### src/det_pkg.sv
package det_pkg;

    localparam int unsigned NCH = 2;
    localparam int unsigned AXI_AW = 8;
    localparam int unsigned PSC_W = 7;

    // register indexes; byte address is four times the index
    localparam logic [5:0] IDX_CNT0_DATA = 6'h0D;
    localparam logic [5:0] IDX_CNT0_CTRL = 6'h0E;
    localparam logic [5:0] IDX_CNT1_DATA = 6'h10;
    localparam logic [5:0] IDX_CNT1_CTRL = 6'h11;
    localparam logic [5:0] IDX_STATUS = 6'h12;

    localparam logic [7:0] CTRL_RST = 8'h08;
    localparam logic [7:0] CNT_RST = 8'h00;
    localparam logic [7:0] CNT_MAX = 8'hFF;
    localparam logic [7:0] CTRL_MASK0 = 8'hDF;
    localparam logic [7:0] CTRL_MASK1 = 8'hD8;
    localparam logic [2:0] CNT1_DIV_CODE = 3'h2;

    localparam int unsigned CTRL_DIV_LSB = 0;
    localparam int unsigned CTRL_EDGE_BIT = 3;
    localparam int unsigned CTRL_RUN_BIT = 4;
    localparam int unsigned CTRL_MODE_LSB = 6;
    localparam int unsigned STAT_FLAG0_BIT = 0;
    localparam int unsigned STAT_FLAG1_BIT = 1;

    localparam logic [1:0] MODE_UNUSED = 2'h0;
    localparam logic [1:0] MODE_EVENT = 2'h1;
    localparam logic [1:0] MODE_TIMER = 2'h2;
    localparam logic [1:0] MODE_PULSE = 2'h3;

    localparam logic [1:0] RESP_OKAY = 2'h0;
    localparam logic [1:0] RESP_SLVERR = 2'h2;

    typedef struct packed {
        logic [1:0] mode;
        logic rsv;
        logic run;
        logic edge_sel;
        logic [2:0] div_sel;
    } det_ctrl_t;

    typedef enum logic {
        PW_IDLE,
        PW_MEAS
    } det_pw_t;

endpackage : det_pkg

### src/det_timer_counter.sv
`timescale 1ns/1ps
module det_timer_counter
    import det_pkg::*;
(
    input wire logic aclk,
    input wire logic aresetn,
    input wire logic [AXI_AW-1:0] s_axi_awaddr,
    input wire logic s_axi_awvalid,
    output logic s_axi_awready,
    input wire logic [31:0] s_axi_wdata,
    input wire logic [3:0] s_axi_wstrb,
    input wire logic s_axi_wvalid,
    output logic s_axi_wready,
    output logic [1:0] s_axi_bresp,
    output logic s_axi_bvalid,
    input wire logic s_axi_bready,
    input wire logic [AXI_AW-1:0] s_axi_araddr,
    input wire logic s_axi_arvalid,
    output logic s_axi_arready,
    output logic [31:0] s_axi_rdata,
    output logic [1:0] s_axi_rresp,
    output logic s_axi_rvalid,
    input wire logic s_axi_rready,
    input wire logic [NCH-1:0] event_pin,
    output logic cnt0_overflow_flag,
    output logic cnt1_overflow_flag
);

    logic aw_held_r;
    logic aw_held_nxt;
    logic [5:0] wr_idx_r;
    logic [5:0] wr_idx_nxt;
    logic w_held_r;
    logic w_held_nxt;
    logic [7:0] wdata_r;
    logic [7:0] wdata_nxt;
    logic wlane_r;
    logic wlane_nxt;
    logic awready_r;
    logic awready_nxt;
    logic wready_r;
    logic wready_nxt;
    logic bvalid_r;
    logic bvalid_nxt;
    logic [1:0] bresp_r;
    logic [1:0] bresp_nxt;
    logic arready_r;
    logic arready_nxt;
    logic rvalid_r;
    logic rvalid_nxt;
    logic [31:0] rdata_r;
    logic [31:0] rdata_nxt;
    logic [1:0] rresp_r;
    logic [1:0] rresp_nxt;
    logic aw_take;
    logic w_take;
    logic ar_take;
    logic wr_go;
    logic wr_byte;
    logic wr_mapped;
    logic st_clr0;
    logic st_clr1;
    logic [5:0] rd_idx;
    logic [7:0] cnt_val [NCH];
    logic [7:0] ctrl_val [NCH];
    logic [NCH-1:0] flag_val;

    // write address and data are held separately, so they may come in either order
    always_comb
    begin
        aw_take = s_axi_awvalid & awready_r;
        w_take = s_axi_wvalid & wready_r;
        ar_take = s_axi_arvalid & arready_r;
        wr_go = aw_held_r & w_held_r & ~bvalid_r;
        wr_byte = wr_go & wlane_r;
        wr_mapped = (wr_idx_r == IDX_CNT0_DATA) | (wr_idx_r == IDX_CNT0_CTRL) | (wr_idx_r == IDX_CNT1_DATA)
            | (wr_idx_r == IDX_CNT1_CTRL) | (wr_idx_r == IDX_STATUS);
        st_clr0 = wr_byte & (wr_idx_r == IDX_STATUS) & wdata_r[STAT_FLAG0_BIT];
        st_clr1 = wr_byte & (wr_idx_r == IDX_STATUS) & wdata_r[STAT_FLAG1_BIT];
        aw_held_nxt = aw_held_r;
        wr_idx_nxt = wr_idx_r;
        w_held_nxt = w_held_r;
        wdata_nxt = wdata_r;
        wlane_nxt = wlane_r;
        if (aw_take)
        begin
            aw_held_nxt = 1'b1;
            wr_idx_nxt = s_axi_awaddr[AXI_AW-1:2];
        end
        else if (wr_go)
        begin
            aw_held_nxt = 1'b0;
        end
        if (w_take)
        begin
            w_held_nxt = 1'b1;
            wdata_nxt = s_axi_wdata[7:0];
            wlane_nxt = s_axi_wstrb[0];
        end
        else if (wr_go)
        begin
            w_held_nxt = 1'b0;
        end
        awready_nxt = ~aw_held_nxt;
        wready_nxt = ~w_held_nxt;
        bvalid_nxt = bvalid_r;
        bresp_nxt = bresp_r;
        if (wr_go)
        begin
            bvalid_nxt = 1'b1;
            bresp_nxt = wr_mapped ? RESP_OKAY : RESP_SLVERR;
        end
        else if (bvalid_r & s_axi_bready)
        begin
            bvalid_nxt = 1'b0;
        end
    end

    // read answers one cycle after the address is taken
    always_comb
    begin
        rd_idx = s_axi_araddr[AXI_AW-1:2];
        rvalid_nxt = rvalid_r;
        rdata_nxt = rdata_r;
        rresp_nxt = rresp_r;
        if (ar_take)
        begin
            rvalid_nxt = 1'b1;
            rresp_nxt = RESP_OKAY;
            case (rd_idx)
                IDX_CNT0_DATA: rdata_nxt = {24'h000000, cnt_val[0]};
                IDX_CNT0_CTRL: rdata_nxt = {24'h000000, ctrl_val[0] & CTRL_MASK0};
                IDX_CNT1_DATA: rdata_nxt = {24'h000000, cnt_val[1]};
                IDX_CNT1_CTRL: rdata_nxt = {24'h000000, ctrl_val[1] & CTRL_MASK1};
                IDX_STATUS: rdata_nxt = {30'h00000000, flag_val};
                default:
                begin
                    rdata_nxt = 32'h00000000;
                    rresp_nxt = RESP_SLVERR;
                end
            endcase
        end
        else if (rvalid_r & s_axi_rready)
        begin
            rvalid_nxt = 1'b0;
        end
        arready_nxt = ~rvalid_nxt;
    end

    always_ff @(posedge aclk)
    begin
        if (!aresetn)
        begin
            aw_held_r <= 1'b0;
            wr_idx_r <= 6'h00;
            w_held_r <= 1'b0;
            wdata_r <= 8'h00;
            wlane_r <= 1'b0;
            awready_r <= 1'b0;
            wready_r <= 1'b0;
            bvalid_r <= 1'b0;
            bresp_r <= RESP_OKAY;
            arready_r <= 1'b0;
            rvalid_r <= 1'b0;
            rdata_r <= 32'h00000000;
            rresp_r <= RESP_OKAY;
        end
        else
        begin
            aw_held_r <= aw_held_nxt;
            wr_idx_r <= wr_idx_nxt;
            w_held_r <= w_held_nxt;
            wdata_r <= wdata_nxt;
            wlane_r <= wlane_nxt;
            awready_r <= awready_nxt;
            wready_r <= wready_nxt;
            bvalid_r <= bvalid_nxt;
            bresp_r <= bresp_nxt;
            arready_r <= arready_nxt;
            rvalid_r <= rvalid_nxt;
            rdata_r <= rdata_nxt;
            rresp_r <= rresp_nxt;
        end
    end

    generate
        for (genvar g = 0; g < NCH; g++)
        begin : g_ch
            localparam logic [5:0] DATA_IDX = (g == 0) ? IDX_CNT0_DATA : IDX_CNT1_DATA;
            localparam logic [5:0] CTRL_IDX = (g == 0) ? IDX_CNT0_CTRL : IDX_CNT1_CTRL;
            localparam logic [7:0] CMASK = (g == 0) ? CTRL_MASK0 : CTRL_MASK1;
            det_ctrl_t ctrl_r;
            det_ctrl_t ctrl_nxt;
            logic [7:0] cnt_r;
            logic [7:0] cnt_nxt;
            logic [7:0] pre_r;
            logic [7:0] pre_nxt;
            logic [PSC_W-1:0] psc_r;
            logic [PSC_W-1:0] psc_nxt;
            det_pw_t pw_r;
            det_pw_t pw_nxt;
            logic flag_r;
            logic flag_nxt;
            logic pin_s1_r;
            logic pin_s2_r;
            logic pin_d_r;
            logic rise;
            logic fall;
            logic [2:0] div;
            logic [PSC_W-1:0] psc_mask;
            logic tick;
            logic inc;
            logic wrap;
            logic done;
            logic clr;

            always_comb
            begin
                rise = pin_s2_r & ~pin_d_r;
                fall = ~pin_s2_r & pin_d_r;
                div = (g == 0) ? ctrl_r.div_sel : CNT1_DIV_CODE;
                psc_mask = PSC_W'((8'h01 << div) - 8'h01);
                tick = ((psc_r & psc_mask) == psc_mask);
                psc_nxt = psc_r + PSC_W'(1);
                done = 1'b0;
                // counting gated by run bit and mode, unused mode holds
                case (ctrl_r.mode)
                    MODE_EVENT: inc = ctrl_r.run & (ctrl_r.edge_sel ? fall : rise);
                    MODE_TIMER: inc = ctrl_r.run & tick;
                    MODE_PULSE: inc = ctrl_r.run & (pw_r == PW_MEAS) & tick;
                    default: inc = 1'b0;
                endcase
                pw_nxt = PW_IDLE;
                if (ctrl_r.run && ctrl_r.mode == MODE_PULSE)
                begin
                    case (pw_r)
                        PW_IDLE: pw_nxt = (ctrl_r.edge_sel ? rise : fall) ? PW_MEAS : PW_IDLE;
                        PW_MEAS:
                        begin
                            done = ctrl_r.edge_sel ? fall : rise;
                            pw_nxt = done ? PW_IDLE : PW_MEAS;
                        end
                        default: pw_nxt = PW_IDLE;
                    endcase
                end
                wrap = inc & (cnt_r == CNT_MAX);
                cnt_nxt = cnt_r;
                if (inc)
                begin
                    cnt_nxt = wrap ? pre_r : cnt_r + 8'h01;
                end
                pre_nxt = pre_r;
                if (wr_byte && wr_idx_r == DATA_IDX)
                begin
                    pre_nxt = wdata_r;
                    if (!ctrl_r.run)
                    begin
                        cnt_nxt = wdata_r;
                    end
                end
                ctrl_nxt = ctrl_r;
                if (done)
                begin
                    ctrl_nxt.run = 1'b0;
                end
                if (wr_byte && wr_idx_r == CTRL_IDX)
                begin
                    ctrl_nxt = det_ctrl_t'(wdata_r & CMASK);
                end
                clr = (g == 0) ? st_clr0 : st_clr1;
                flag_nxt = wrap | (flag_r & ~clr);
            end

            always_ff @(posedge aclk)
            begin
                if (!aresetn)
                begin
                    ctrl_r <= det_ctrl_t'(CTRL_RST & CMASK);
                    cnt_r <= CNT_RST;
                    pre_r <= CNT_RST;
                    psc_r <= '0;
                    pw_r <= PW_IDLE;
                    flag_r <= 1'b0;
                    pin_s1_r <= 1'b0;
                    pin_s2_r <= 1'b0;
                    pin_d_r <= 1'b0;
                end
                else
                begin
                    ctrl_r <= ctrl_nxt;
                    cnt_r <= cnt_nxt;
                    pre_r <= pre_nxt;
                    psc_r <= psc_nxt;
                    pw_r <= pw_nxt;
                    flag_r <= flag_nxt;
                    pin_s1_r <= event_pin[g];
                    pin_s2_r <= pin_s1_r;
                    pin_d_r <= pin_s2_r;
                end
            end

            assign cnt_val[g] = cnt_r;
            assign ctrl_val[g] = ctrl_r;
            assign flag_val[g] = flag_r;
        end
    endgenerate

    assign s_axi_awready = awready_r;
    assign s_axi_wready = wready_r;
    assign s_axi_bvalid = bvalid_r;
    assign s_axi_bresp = bresp_r;
    assign s_axi_arready = arready_r;
    assign s_axi_rvalid = rvalid_r;
    assign s_axi_rdata = rdata_r;
    assign s_axi_rresp = rresp_r;
    assign cnt0_overflow_flag = flag_val[0];
    assign cnt1_overflow_flag = flag_val[1];

endmodule : det_timer_counter

### config.mk
export PLATFORM = sky130hd
export DESIGN_NAME = det_timer_counter
export DESIGN_NICKNAME = d
export VERILOG_FILES = /design/src/det_pkg.sv /design/src/det_timer_counter.sv
export SDC_FILE = /design/constraint.sdc
export NUM_CORES = 1
export LEC_CHECK = 0
export BUFFER_PORTS_ARGS = -buffer_cell sky130_fd_sc_hd__buf_2
export CAP_MARGIN = 20
export CORE_MARGIN = 4
export CORE_UTILIZATION = 55
export CTS_CLUSTER_SIZE = 10
export DETAILED_ROUTE_END_ITERATION = 16
export GPL_TIMING_DRIVEN = 0
export PLACE_DENSITY = 0.81
export SLEW_MARGIN = 0
export SYNTH_ARGS = -nofsm -noshare
export SYNTH_HDL_FRONTEND = slang
export SYNTH_SLANG_ARGS = --single-unit
### constraint.sdc
create_clock -name aclk -period 2.6 [get_ports aclk]
set_clock_uncertainty 0.05 [all_clocks]
set_input_delay 0.39 -clock aclk [delete_from_list [all_inputs] [get_ports aclk]]
set_output_delay 0.39 -clock aclk [all_outputs]
set_load 0.005 [all_outputs]
---- Word-level counts from Yosys, hierarchy flattened ----
Index checks and enable logic that the tools add are counted.
storage, ports and cells
  register bits ........................... 125
  logic and storage cells ................. 159
operators by class
  $add $sub $neg .......................... 5
  eq/ne operators ......................... 20
  shifts and indexed selects .............. 1
  muxes and demuxes ....................... 39
  bitwise logic cells ..................... 46
  reductions and logical operators ........ 12
operators by type and width
  cell                                               count
  two-way mux 8 bit                                  8
  case mux 8 bit (5 select lines)                    1
  == test 6 x 5 -> 1 bit (second input constant)     6
  bitwise AND 1 bit                                  27
  == test 6 x 4 -> 1 bit (second input constant)     4
  two-way mux 1 bit                                  22
  adder 8 x 1 -> 8 bit (second input constant)       2
  == test 8 bit (second input constant)              2
  adder 7 x 1 -> 7 bit (second input constant)       2
  NOT 1 bit                                          12
  == test 2 bit (second input constant)              5
  two-way mux 5 bit                                  2
  bitwise AND 7 bit                                  1
  == test 7 bit                                      1
  left shift 1 x 3 -> 7 bit (first input constant)   1
  subtractor 7 x 1 -> 7 bit (second input constant)  1
  logical AND 1 bit                                  6
  OR 1 bit                                           6
  case mux 1 bit (3 select lines)                    2
  nonzero test 2 bit                                 3
  OR reduction 5 bit                                 1
  == test 2 x 1 -> 1 bit (second input constant)     2
  two-way mux 2 bit                                  2
  case mux 1 bit (2 select lines)                    2
  AND reduction 2 bit                                2

---- Longest topological paths before layout ----
  depth in word-level cells ............... 11
  gate-level depth with buffers ........... 11

---- Worst setup path before layout ----
OpenSTA, ideal clock, no wires.
  path kind ............................... register -> register
  start point ............................. reg g_ch[0].ctrl_r (netlist bit g_ch[0].div[0])
  end point ............................... reg g_ch[0].cnt_r[1]
  arrival time ............................ 2.157 ns
  data required time ...................... 2.428 ns
  setup slack ............................. 0.271 ns
  cell stages (with the launch flop) ...... 10
  buffers on the path ..................... 2
  cell sequence ........................... dfxtp_1 buf_6 or3_2 ha_1 nor2_1 nand3_1 a31oi_1 o31ai_4 buf_6 a221o_1
on the way
  word-level cells in the longest chain between the ends .. 11
ends and longest elaborated chain
  item                                  RTL line                                            source
  start: declaration                    det_timer_counter.sv:192                            det_ctrl_t ctrl_r;
  start signal: assignment              det_timer_counter.sv:278                            ctrl_r <= det_ctrl_t'(CTRL_RST & CMASK);
  start signal: assignment              det_timer_counter.sv:290                            ctrl_r <= ctrl_nxt;
  left shift 1 x 3 -> 7 bit (*)         det_timer_counter.sv:222                            psc_mask = PSC_W'((8'h01 << div) - 8'h01);
  subtractor 7 x 1 -> 7 bit (*)         det_timer_counter.sv:222
  bitwise AND 7 bit                     det_timer_counter.sv:223                            tick = ((psc_r & psc_mask) == psc_mask);
  == test 7 bit (*)                     det_timer_counter.sv:223
  bitwise AND 1 bit (on tied branches)  det_timer_counter.sv:230, det_timer_counter.sv:229
  case mux 1 bit (3 select lines) (*)   det_timer_counter.sv:227                            case (ctrl_r.mode)
  bitwise AND 1 bit                     det_timer_counter.sv:246                            wrap = inc & (cnt_r == CNT_MAX);
  two-way mux 8 bit                     det_timer_counter.sv:250                            cnt_nxt = wrap ? pre_r : cnt_r + 8'h01;
  two-way mux 8 bit (*)                 det_timer_counter.sv:248                            if (inc)
  two-way mux 8 bit                     det_timer_counter.sv:256                            if (!ctrl_r.run)
  two-way mux 8 bit (*)                 det_timer_counter.sv:253                            if (wr_byte && wr_idx_r == DATA_IDX)
  end signal: assignment                det_timer_counter.sv:291                            cnt_r <= cnt_nxt;
  end: declaration                      det_timer_counter.sv:194                            logic [7:0] cnt_r;
Mark *: on every way between the ends. The rest lies on a longest branch, timed or not.
A chain may end at the register's enable or synchronous reset.

---- Worst setup path in the final report ----
  start point ............................. reg g_ch[0].ctrl_r (netlist bit g_ch[0].div[0])
  end point ............................... reg g_ch[0].cnt_r[6]
The elaborated chain is that of the path after synthesis.

==> out/qor.txt <==
WP buf/inv - 1
total placed cells including tap cells - 737
clk_lat worst skew - 0.36 ns
post-synthesis average cell area - 8.507 sq um
Die X - 101.2 microns
WL per Instance - 15.81 microns
critical path depth - 8
ys async rst share - 0%
pre-CTS setup slack - 0.1172 ns
vias in the first global route - 4,075
top-area cell type share of the netlist area - 39.36%
Post-synth EDFFs - 0
gp weighted congestion - 0.9595
P per Cell Area - 507.1 mW/mm^2
max-cap violations - 0
Port Buf Inserts - 45
leading area contributor after synthesis - dfxtp_1
Setup WS post-layout - 0.1519 ns
Worst setup SP type - flip-flop
fin cells - 753
worst-margin pin slew - 0.7380 ns
critical path class - reg2reg
TritonCTS Buffers - 9
top achievable clock speed - 0.4085 GHz
worst hold path type - in2reg
GRT overflow - 0
final setup TNS - 0 ns
Syn Inst Count - 562
peak supply drop - 0.4682 mV
n_diodes - 0
die height - 101.2 microns
Tot Pwr - 2.767 mW
die area - 0.01025 sq mm
CP Capture Point - g_ch[0].cnt_r[6]$_SDFF_PN0_
root buffer cell - clkbuf_8
post-synth cell types - 69
register area share after synthesis - 39.36%
Area Growth Syn to Fin - 14.13%
Avg Vias per Cell - 5.746
crit path time final - 2.448 ns
status - complete, no violations
FILL cells - 719
max_slew headroom - 50.39%
initial antenna violation count - 0
Total GRT Usage - 23.85%
Yosys reg bits - 94
Worst Path Max Fanout - 9
Critical Path End Type - flip-flop
flop2flop setup slack - 0.15 ns
top cells by area, synth - dfxtp_1 39%, mux2i_1 6.1%, a21oi_1 5.9%
top_reg_cell synth - dfxtp_1
Worst-path clk slew - 0.09 ns
unrepaired setup endpoints after global routing - false
leakage power total - 2.163 nW
synth warn - 0
CTS max path bufs - 2
clock tree sinks - 94
I/O Pins - 104
count leader, synth - dfxtp_1
Detail Route Antenna Nets - 0
global-route wire length before repair - 19.42 mm
crit path launch - g_ch[0].div[0]$_SDFFE_PN0P_
via count - 4,327
largest net degree at the start of global routing - 17
core area - 0.008341 sq mm
CP max stage delay - 0.47 ns
Final Cycle Share - 94.16%
initial drt markers - 299
final hold vios - 0
RR Startpoint - g_ch[0].div[0]$_SDFFE_PN0P_
Pre-antenna DRT Iters - 7
DRC - 0
CTS tree - done
final setup fails - 0
worst reg2reg path depth - 8
Pins Over Slew Limit - 0
Final #Nets - 709
post-DP HPWL - 8.847 mm
data arrival time of the worst path - 2.65 ns
share of layout cells above drive strength 1 - 19.75%
Netlist Area Pre-Place - 0.004781 sq mm
Worst Path Required - 2.81 ns
wirelength, routed - 11.90 mm
post-layout util - 65.42%
Starting Density - 57.32%
Critical Path, Cell by Cell - buf_6, or3_2, ha_1, o211ai_1, a31oi_2, o31a_1, a2111oi_2, o31ai_2
CP max stage cell - or3_2
Worst path top cell family by delay - compound AO/OA/AOI/OAI gates
R2R Path End - g_ch[0].cnt_r[6]$_SDFF_PN0_
std cell rows - 33
Max H-tree Level - 3
synth cell count leaders - 94 x dfxtp_1, 67 x nand2_1, 62 x nor2_1
## worst min path at each step
stage	slack (ns)	endpoint	depth (start not counted)	startpoint
after floorplan	0.35	g_ch[1].psc_r[0]$_SDFF_PN0_	1	g_ch[1].psc_r[0]$_SDFF_PN0_
after global placement	0.36	g_ch[1].psc_r[0]$_SDFF_PN0_	1	g_ch[1].psc_r[0]$_SDFF_PN0_
after detailed placement	0.37	g_ch[1].psc_r[0]$_SDFF_PN0_	1	g_ch[1].psc_r[0]$_SDFF_PN0_
after CTS	0.17	g_ch[0].pin_s1_r$_SDFF_PN0_	2	event_pin[0]
after global routing	0.18	g_ch[0].pin_s1_r$_SDFF_PN0_	2	event_pin[0]
final	0.18	g_ch[0].pin_s1_r$_SDFF_PN0_	2	event_pin[0]
## report_power, final
part	switching, mW	leakage [nW]	internal (mW)
logic	0.104	1.29	0.0866
registers	0.0401	0.762	1.47
clock network	0.517	0.111	0.549
## final cells by class
cell class,instances,area (sq um),area share (%)
buffer,57,384.1,7.040
clock buffer,10,127.6,2.339
clock inverter,6,91.34,1.674
inverter,11,41.29,0.7567
multi-input combinational,425,2574,47.17
sequential,94,1882,34.49
tap,105,131.4,2.408
timing repair buffer,45,225.2,4.127
## state kept, by name, summed over array words and instances, names as in the netlist, 2 cells and up
| name | flops |
|---|---|
| g_ch.pw_r | 2 |
| wdata_r | 8 |
| g_ch.pin_s1_r | 2 |
| g_ch.psc_r | 9 |
| g_ch.pin_d_r | 2 |
| g_ch.div | 3 |
| s_axi_rdata | 8 |
| wr_idx_r | 6 |
| g_ch.pin_s2_r | 2 |
| g_ch.pre_r | 16 |
| ctrl_val | 8 |
| g_ch.cnt_r | 16 |
## cells in the final DEF, fill, tap and decap left out, types with 4 or more instances in the layout
master / instances
and3_1: 6
inv_1: 8
nand3_1: 23
nand4_1: 11
and2_1: 13
a21oi_1: 56
clkbuf_1: 13
dfxtp_1: 94
a221o_1: 5
clkbuf_8: 10
a31oi_1: 5
nor2b_1: 4
nand2_1: 67
buf_6: 7
mux2i_1: 29
nor2_1: 62
a22oi_1: 14
buf_1: 5
ha_1: 5
o21ai_0: 11
o211ai_1: 7
or3_1: 4
buf_2: 50
nor3_1: 7
buf_4: 27
conb_1: 26
nand2b_1: 8
## timing repair
item | in CTS | in global routing
hold buffers | 0 | 0
resized for setup | 0 | 1
setup endpoints to repair | 0 | 6
buffers inserted | 0 | 0
## per-stage QoR
step	instance area [sq um]	hold slack, ns
6_report	5456	0.1786
5_1_grt	5456	0.1761
4_1_cts	5450	0.1670
3_5_place_dp	5231	0.3694
3_3_place_gp	5231	0.3579
2_1_floorplan	4875	0.3492
## metal layers
metal	wire (microns)	global-route usage [%]
met1	4702	29.43
met2	5687	39.69
met3	1210	6.887
met4	304	8.487
met5	0	0
## kinds of logic (layout without fill, tap and decap cells)
logic type                 Yosys count  in the layout  synth area share, %
and+or+nand+nor                    234            234                25.75
AOI/OAI and AO/OA                  125            125                17.43
DFF                                 94             94                39.36
buffers and inverters               68            129                8.898
muxes                               29             29                6.072
xor gates and xnor gates             6              6                1.099
adders and majority gates            5              5                1.309
other                                1             26              0.07844
No activity file was read; power rests on OpenSTA's default activity.
